## config.mk

```make
export PLATFORM = sky130hd
export DESIGN_NAME = adc_event_irq_input_ctrl
export DESIGN_NICKNAME = d
export VERILOG_FILES = /design/src/common/adc_ctrl_pkg.sv /design/src/design/adc_event_irq_input_ctrl.sv /design/src/design/adc_mux_decode.sv
export VERILOG_INCLUDE_DIRS = /design/src /design/src/common
export SDC_FILE = /design/constraint.sdc
export NUM_CORES = 1
export LEC_CHECK = 0
export ABC_CLOCK_PERIOD_IN_PS = 4700
export BUFFER_PORTS_ARGS = -buffer_cell sky130_fd_sc_hd__buf_2
export CELL_PAD_IN_SITES_DETAIL_PLACEMENT = 0
export CELL_PAD_IN_SITES_GLOBAL_PLACEMENT = 2
export CORE_MARGIN = 1.5
export CORE_UTILIZATION = 31
export DETAILED_ROUTE_END_ITERATION = 8
export PLACE_DENSITY_LB_ADDON = 0.1
export SKIP_CTS_REPAIR_TIMING = 1
export SLEW_MARGIN = 15
export SYNTH_ARGS = -nofsm -noshare
export SYNTH_HDL_FRONTEND = slang
export SYNTH_SLANG_ARGS = --single-unit
```

## constraint.sdc

```tcl
create_clock -name i_clk_sys -period 4.7 [get_ports i_clk_sys]
set_input_delay 0.235 -clock i_clk_sys [delete_from_list [all_inputs] [get_ports i_clk_sys]]
set_output_delay 0.235 -clock i_clk_sys [all_outputs]
set_load 0.05 [all_outputs]
```

## src/common/adc_ctrl_params.svh

```systemverilog
// Functional notes
// - flush enable set: any event flushes and starts a conversion; clear: nothing happens.
// - follower converter ignores flush and start enables while follower enable is one.
// - writing one to clear bit 2 drops window monitor interrupt enable.
// - writing one to clear bit 1 drops overrun interrupt enable.
// - writing zero to a clear bit leaves that enable alone.
// - clear and set registers share one enable set; changes read back in both.
// - window monitor enable high plus its flag set raises the interrupt request.
// - positive input select is a five bit field at bits 4:0.
// - positive codes 0x00..0x0B route analog pins 0..11 in order.
// - code 0x19 picks bandgap, 0x1C picks dac; other upper codes reserved.
// - negative code 0x18 picks internal ground; 0x19..0x1F reserved.
// - start enable set: any event starts a conversion; clear: events ignored.
`ifndef ADC_CTRL_PARAMS_SVH
`define ADC_CTRL_PARAMS_SVH

// ==========================================
// register addresses, data right-justified in lanes 0 and 1
`define OFS_EVENT_CTRL      8'h10
`define OFS_IRQ_EN_CLEAR    8'h04
`define OFS_IRQ_EN_SET      8'h18
`define OFS_IRQ_FLAG        8'h1C
`define OFS_INPUT_CTRL      8'h24
`define OFS_CTRL_C          8'h0A
`define OFS_FOLLOWER_CTRL   8'h30

// ==========================================
// field positions
`define BIT_FLUSH_EI        0
`define BIT_START_EI        1
`define BIT_IRQ_RESULT_READY   0
`define BIT_IRQ_OVERRUN        1
`define BIT_IRQ_WINDOW_MONITOR 2
`define IRQ_WIDTH           3

// ==========================================
// input codes
`define POS_SEL_PIN_LAST    5'h0B
`define POS_SEL_BANDGAP     5'h19
`define POS_SEL_DAC         5'h1C
`define NEG_SEL_PIN_LAST    5'h07
`define NEG_SEL_GND         5'h18

// ==========================================
// reset values
`define RST_EVENT_CTRL      8'h00
`define RST_IRQ_EN          3'h0
`define RST_CTRL_C          16'h0000
`define RST_INPUT_CTRL      16'h0000

`endif

```

## src/common/adc_ctrl_pkg.sv

```systemverilog
package adc_ctrl_pkg;

    // decoded converter input source
    typedef enum logic [1:0] {
        SRC_NONE,
        SRC_PIN,
        SRC_BANDGAP,
        SRC_DAC
    } pos_src_t;

    typedef enum logic [1:0] {
        NSRC_NONE,
        NSRC_PIN,
        NSRC_GND
    } neg_src_t;

    // routing result towards the analog mux
    typedef struct packed {
        pos_src_t    pos_src;
        logic [11:0] pos_pin_onehot;
        neg_src_t    neg_src;
        logic [7:0]  neg_pin_onehot;
    } mux_route_t;

    // converter actions requested by events
    typedef struct packed {
        logic flush;
        logic start;
    } conv_req_t;

endpackage

```

## src/design/adc_event_irq_input_ctrl.sv

```systemverilog
`timescale 1ns/1ps
`include "adc_ctrl_params.svh"

// control slice: events, interrupt enables, input selection
module adc_event_irq_input_ctrl
    import adc_ctrl_pkg::*;
#(
    parameter bit IS_FOLLOWER = 1'b1
)(
    input  wire logic        i_clk_sys,
    input  wire logic        i_rst,
    // classic wishbone slave
    input  wire logic        i_wb_cyc,
    input  wire logic        i_wb_stb,
    input  wire logic        i_wb_we,
    input  wire logic [7:0]  i_wb_adr,
    input  wire logic [3:0]  i_wb_sel,
    input  wire logic [31:0] i_wb_dat,
    output logic [31:0]      o_wb_dat,
    output logic             o_wb_ack,
    output logic             o_wb_err,
    // event inputs from peripherals, same clock
    input  wire logic        i_evt_flush,
    input  wire logic        i_evt_start,
    // converter status events
    input  wire logic        i_ev_result_ready,
    input  wire logic        i_ev_overrun,
    input  wire logic        i_ev_window_monitor,
    // outputs to the converter core
    output conv_req_t        o_conv_req,
    output mux_route_t       o_route,
    output logic [15:0]      o_ctrl_c,
    output logic             o_irq
);

    // ==========================================
    // registers
    logic [7:0]            event_ctrl_q;
    logic [`IRQ_WIDTH-1:0] irq_en_q;
    logic [`IRQ_WIDTH-1:0] irq_flag_q;
    logic [15:0]           input_ctrl_q;
    logic [15:0]           ctrl_c_q;
    logic                  follower_enable_q;
    logic                  ack_q;
    logic                  err_q;
    logic [31:0]           rdata_q;
    conv_req_t             conv_req_q;

    logic                  req;
    logic                  wr;
    logic                  hit;
    logic [7:0]            wlo;
    logic [`IRQ_WIDTH-1:0] irq_events;

    // address decode, used for hit and readback
    function automatic logic mapped(input logic [7:0] adr);
        case (adr)
            `OFS_EVENT_CTRL, `OFS_IRQ_EN_CLEAR, `OFS_IRQ_EN_SET,
            `OFS_IRQ_FLAG, `OFS_INPUT_CTRL, `OFS_CTRL_C,
            `OFS_FOLLOWER_CTRL: mapped = 1'b1;
            default:            mapped = 1'b0;
        endcase
    endfunction

    // byte lane merge for 16-bit registers
    function automatic logic [15:0] merge16(input logic [15:0] old, input logic [31:0] d,
                                             input logic [3:0] sel);
        merge16 = old;
        if (sel[0]) begin
            merge16[7:0] = d[7:0];
        end
        if (sel[1]) begin
            merge16[15:8] = d[15:8];
        end
    endfunction

    // ==========================================
    // bus handshake: one-cycle ack, err on unmapped
    assign req = i_wb_cyc && i_wb_stb && !ack_q && !err_q;
    assign hit = mapped(i_wb_adr);
    assign wr  = req && hit && i_wb_we;
    assign wlo = i_wb_sel[0] ? i_wb_dat[7:0] : 8'h00;

    always_ff @(posedge i_clk_sys) begin
        if (i_rst) begin
            ack_q <= 1'b0;
            err_q <= 1'b0;
        end else begin
            ack_q <= req && hit;
            err_q <= req && !hit;
        end
    end

    // read data capture
    always_ff @(posedge i_clk_sys) begin
        if (i_rst) begin
            rdata_q <= 32'h0000_0000;
        end else if (req && hit && !i_wb_we) begin
            case (i_wb_adr)
                `OFS_EVENT_CTRL:    rdata_q <= {24'h000000, event_ctrl_q};
                `OFS_IRQ_EN_CLEAR,
                `OFS_IRQ_EN_SET:    rdata_q <= {29'h0, irq_en_q};
                `OFS_IRQ_FLAG:      rdata_q <= {29'h0, irq_flag_q};
                `OFS_INPUT_CTRL:    rdata_q <= {16'h0000, input_ctrl_q};
                `OFS_CTRL_C:        rdata_q <= {16'h0000, ctrl_c_q};
                `OFS_FOLLOWER_CTRL: rdata_q <= {31'h0, follower_enable_q};
                default:            rdata_q <= 32'h0000_0000;
            endcase
        end
    end

    // ==========================================
    // plain control registers
    always_ff @(posedge i_clk_sys) begin
        if (i_rst) begin
            event_ctrl_q      <= `RST_EVENT_CTRL;
            input_ctrl_q      <= `RST_INPUT_CTRL;
            ctrl_c_q          <= `RST_CTRL_C;
            follower_enable_q <= 1'b0;
        end else if (wr) begin
            case (i_wb_adr)
                `OFS_EVENT_CTRL:    if (i_wb_sel[0]) event_ctrl_q <= i_wb_dat[7:0];
                `OFS_INPUT_CTRL:    input_ctrl_q <= merge16(input_ctrl_q, i_wb_dat, i_wb_sel);
                `OFS_CTRL_C:        ctrl_c_q <= merge16(ctrl_c_q, i_wb_dat, i_wb_sel);
                `OFS_FOLLOWER_CTRL: if (i_wb_sel[0]) follower_enable_q <= i_wb_dat[0];
                default:            ;
            endcase
        end
    end

    // ==========================================
    // shared interrupt enables: set and clear views
    always_ff @(posedge i_clk_sys) begin
        if (i_rst) begin
            irq_en_q <= `RST_IRQ_EN;
        end else if (wr && i_wb_adr == `OFS_IRQ_EN_CLEAR) begin
            irq_en_q <= irq_en_q & ~wlo[`IRQ_WIDTH-1:0];
        end else if (wr && i_wb_adr == `OFS_IRQ_EN_SET) begin
            irq_en_q <= irq_en_q | wlo[`IRQ_WIDTH-1:0];
        end
    end

    // ==========================================
    // sticky flags, write one to clear, set wins
    always_comb begin
        irq_events = '0;
        irq_events[`BIT_IRQ_RESULT_READY]   = i_ev_result_ready;
        irq_events[`BIT_IRQ_OVERRUN]        = i_ev_overrun;
        irq_events[`BIT_IRQ_WINDOW_MONITOR] = i_ev_window_monitor;
    end

    always_ff @(posedge i_clk_sys) begin
        if (i_rst) begin
            irq_flag_q <= '0;
        end else if (wr && i_wb_adr == `OFS_IRQ_FLAG) begin
            irq_flag_q <= (irq_flag_q & ~wlo[`IRQ_WIDTH-1:0]) | irq_events;
        end else begin
            irq_flag_q <= irq_flag_q | irq_events;
        end
    end

    // ==========================================
    // event handling; follower ignores both enables
    always_ff @(posedge i_clk_sys) begin
        if (i_rst) begin
            conv_req_q <= '0;
        end else begin
            conv_req_q.flush <= i_evt_flush && event_ctrl_q[`BIT_FLUSH_EI]
                                && !(IS_FOLLOWER && follower_enable_q);
            conv_req_q.start <= ((i_evt_start && event_ctrl_q[`BIT_START_EI])
                                 || (i_evt_flush && event_ctrl_q[`BIT_FLUSH_EI]))
                                && !(IS_FOLLOWER && follower_enable_q);
        end
    end

    // ==========================================
    // input routing decode
    adc_mux_decode u_mux_decode (
        .i_clk_sys  (i_clk_sys),
        .i_rst      (i_rst),
        .i_pos_code (input_ctrl_q[4:0]),
        .i_neg_code (input_ctrl_q[12:8]),
        .o_route    (o_route)
    );

    // ==========================================
    // outputs
    assign o_wb_ack   = ack_q;
    assign o_wb_err   = err_q;
    assign o_wb_dat   = rdata_q;
    assign o_conv_req = conv_req_q;
    assign o_ctrl_c   = ctrl_c_q;
    assign o_irq      = |(irq_flag_q & irq_en_q);

endmodule // adc_event_irq_input_ctrl

```

## src/design/adc_mux_decode.sv

```systemverilog
`timescale 1ns/1ps
`include "adc_ctrl_params.svh"

// input code decoder, registered outputs
module adc_mux_decode
    import adc_ctrl_pkg::*;
(
    input  wire logic       i_clk_sys,
    input  wire logic       i_rst,
    input  wire logic [4:0] i_pos_code,
    input  wire logic [4:0] i_neg_code,
    output mux_route_t      o_route
);

    mux_route_t route_d;
    mux_route_t route_q;

    // ==========================================
    // code decode
    always_comb begin
        route_d = '0;
        route_d.pos_src = SRC_NONE;
        if (i_pos_code <= `POS_SEL_PIN_LAST) begin
            route_d.pos_src = SRC_PIN;
            route_d.pos_pin_onehot = 12'h001 << i_pos_code[3:0];
        end else if (i_pos_code == `POS_SEL_BANDGAP) begin
            route_d.pos_src = SRC_BANDGAP;
        end else if (i_pos_code == `POS_SEL_DAC) begin
            route_d.pos_src = SRC_DAC;
        end
        route_d.neg_src = NSRC_NONE;
        if (i_neg_code <= `NEG_SEL_PIN_LAST) begin
            route_d.neg_src = NSRC_PIN;
            route_d.neg_pin_onehot = 8'h01 << i_neg_code[2:0];
        end else if (i_neg_code == `NEG_SEL_GND) begin
            route_d.neg_src = NSRC_GND;
        end
    end

    // output register
    always_ff @(posedge i_clk_sys) begin
        if (i_rst) begin
            route_q <= '0;
        end else begin
            route_q <= route_d;
        end
    end

    assign o_route = route_q;

endmodule // adc_mux_decode

```

==> flow_summary.yaml <==
layout:
  drive_gt1_frac: 0.2600
  diodes: 0
  area_growth_pct: 22.27
  stdcell_area_sq_mm: 0.004458
  final_nets: 523
  final_common_cell: "buf_2"
  fillers: 1231
  final_cell_mix: "buf_2, dfxtp_1, nor2_1"
synthesis:
  synth-edff-count: 0
  synth_flop_cell: "dfxtp_1"
  ys_seq_elements: 91
  synth_cells: 386
  yosysTopAreaCell: "dfxtp_1"
  async_flop_share: 0
  synth-seq-area-share: 0.4997
  yosysWarnings: 0
  yosysUniqueCellTypes: 48
  synth_top_cell_area_share: 0.4997
  syn_avg_cell_area_sq_um: 9.446
  synth_area_leaders: "dfxtp_1, mux2i_1, nor2_1"
  netlist_area_sq_mm: 0.003646
floorplan:
  start_util: 0.3179
  die_area_sq_mm: 0.01242
  fp.coreArea_sq_mm: 0.01147
  die_h_um: 111.5
  rows: 39
  dieWidth_um: 111.5
  io_pins: 131
power:
  p_switching_uw: 380.4
  p_int_mw: 1.261
  p_comb_frac: 0.059
  power_density_mw_per_mm2: 368.3
  p_leak_nw: 1.845
  ir_drop_v: 0.0001988
  clockPowerShare: 0.467
  sw_frac_of_total: 0.2317
  seqPwrFrac: 0.474
place:
  numPortBuffers: 96
  gp_congestion: 0.7563
  dpl.hpwl_um: 6489
  placed_area_sq_mm: 0.004143
clocking:
  cts_root_buf: "clkbuf_16"
  cts_tree: "yes"
  numClockSinks: 91
  ctsHtreeMaxLevel: 3
  clk_latency_ps: 340
  clockBufferDepth: 2
  clk_pin_slew_worst_paths_ps: 60
  numCtsBuffers: 9
timing:
  fin_crit_sh: 0.5017
  rsz0062_at_grt: "no"
  fin_crit_ps: 2358
  setup_violations: 0
  clock.fmax_ghz: 0.4241
  skew_ps: 6.151
  slew_headroom: 0.5397
  worstMarginPinSlew_ps: 690.5
  finalHoldViolCount: 0
  setup_tns_ps: 0
  maxSlewViolCount: 0
worst_setup_path:
  cp-end-kind: "flop"
  cp_data_required_time_ps: 4900
  critPathKind: "input pin to flop"
  path_max_fanout: 16
  setup.worst_path.start_class: "input pin"
  worstPathCellList: "buf_2 > or4_1 > nor3_4 > buf_4 > and4_1 > mux2i_1 > nor2_1"
  crit_path_top_delay_cell: "or4_1"
  crit_arrival_ps: 2560
  cp_slowest_stage_delay_ps: 730
drt:
  route.met2.wl_um: 4330
  drt_pre_antenna_iters: 4
  wire_per_inst_um: 15.59
  drt_iter0_drc: 159
  vias: 3015
  vias_per_cell: 4.894
  drcViolationCount: 0
  antenna_left: 0
  drt_wl_total_um: 9604
  met1_length_um: 4596
  top_layer: "met4"
  wl_met3_um: 536
flow_run:
  drv_cap: 0
global_route:
  grt_max_degree: 38
  grt_first_pass_wirelength_um: 15440
  grtUsageTotal: 0.1581
  overflow: 0
  grt_pass1_vias: 2929
  antenna_found_initial: 0
run_status:
  status: "complete, no violations"
min_path:
  hp-class: "input pin to flop"
-- kinds of logic after synthesis --
group,share of synthesized area
flops,0.4997
mux,0.09369
xor+xnor,0.002403
buf+inv,0.07309
simple gates,0.2083
other cells,0.001029
compound gates,0.1218
-- cell type report --
type | count | area, sq um | share of cell area
repair buffers | 100 | 510.5 | 0.1145
well taps | 143 | 178.9 | 0.04013
inverters | 3 | 11.26 | 0.002526
clock buffers | 9 | 225.2 | 0.05052
flip-flops and latches | 91 | 1822 | 0.4086
clock inverters | 6 | 90.09 | 0.02021
multi-input cells | 264 | 1620 | 0.3635
-- layer usage --
metal / up-vias / GRT usage
met5: - / 0
met3: 13 / 0.03865
met2: 86 / 0.2536
li1: 1508 / -
met1: 1408 / 0.2098
met4: 0 / 0.05148
-- path summary, 6_finish.rpt --
path,cells after the start,end,from,slack (ps)
worst min-delay path,3,irq_flag_q[2],i_ev_window_monitor,100
worst max-delay path,7,input_ctrl_q[11],i_wb_adr[1],2340
worst min register to register,2,o_ctrl_c[6],o_ctrl_c[6],470
worst max register to register,5,input_ctrl_q[6],o_wb_err,2430
-- state kept, by name, summed over array words and instances (netlist names), 2 cells and up, named ones only --
register              flops
o_conv_req                2
o_wb_dat                 16
event_ctrl_q              8
u_mux_decode.o_route     24
irq_flag_q                3
input_ctrl_q             16
o_ctrl_c                 16
-- cell usage after synthesis, drive strengths merged, types with 2 or more instances --
cell type  count
mux2i         33
nand4          4
nand3         11
buf           28
a21oi         17
dfxtp         91
a211oi        16
nor4bb         2
nor4           3
a221oi         2
nand2b         7
clkbuf        15
or3b           2
nor2          74
a222oi         6
nor3          17
inv            3
and2           2
a22o           3
a311oi         4
a31oi          3
nand2         17
a22oi          8
and3           3
-- worst max-delay path: cells and delay by family --
kind | cells | cell delay, ps
multiplexers | 1 | 260
AND/OR/NAND/NOR | 4 | 1640
buffers and inverters | 2 | 400
-- through the flow --
step	hold WS, ps	setup WS (ps)	instances	power (mW)	utilization
2_1_floorplan	344.7	2803	401	0.8715	-
3_3_place_gp	444.6	1965	601	0.8926	0.3613
3_5_place_dp	455.2	1937	601	0.8927	0.3613
4_1_cts	92.64	2303	616	1.670	0.3888
5_1_grt	105.6	2171	616	1.710	0.3888
6_report	104.8	2342	616	1.642	0.3888
-- power by group through the flow --
stage,Combinational [mW],Sequential (mW),Clock [mW]
global route,0.104,0.778,0.828
global placement,0.0973,0.795,0
CTS,0.0973,0.778,0.795
detailed placement,0.0972,0.796,0
finish,0.0968,0.778,0.767
floorplan,0.0669,0.805,0
No activity file was read; power rests on OpenSTA's default activity.
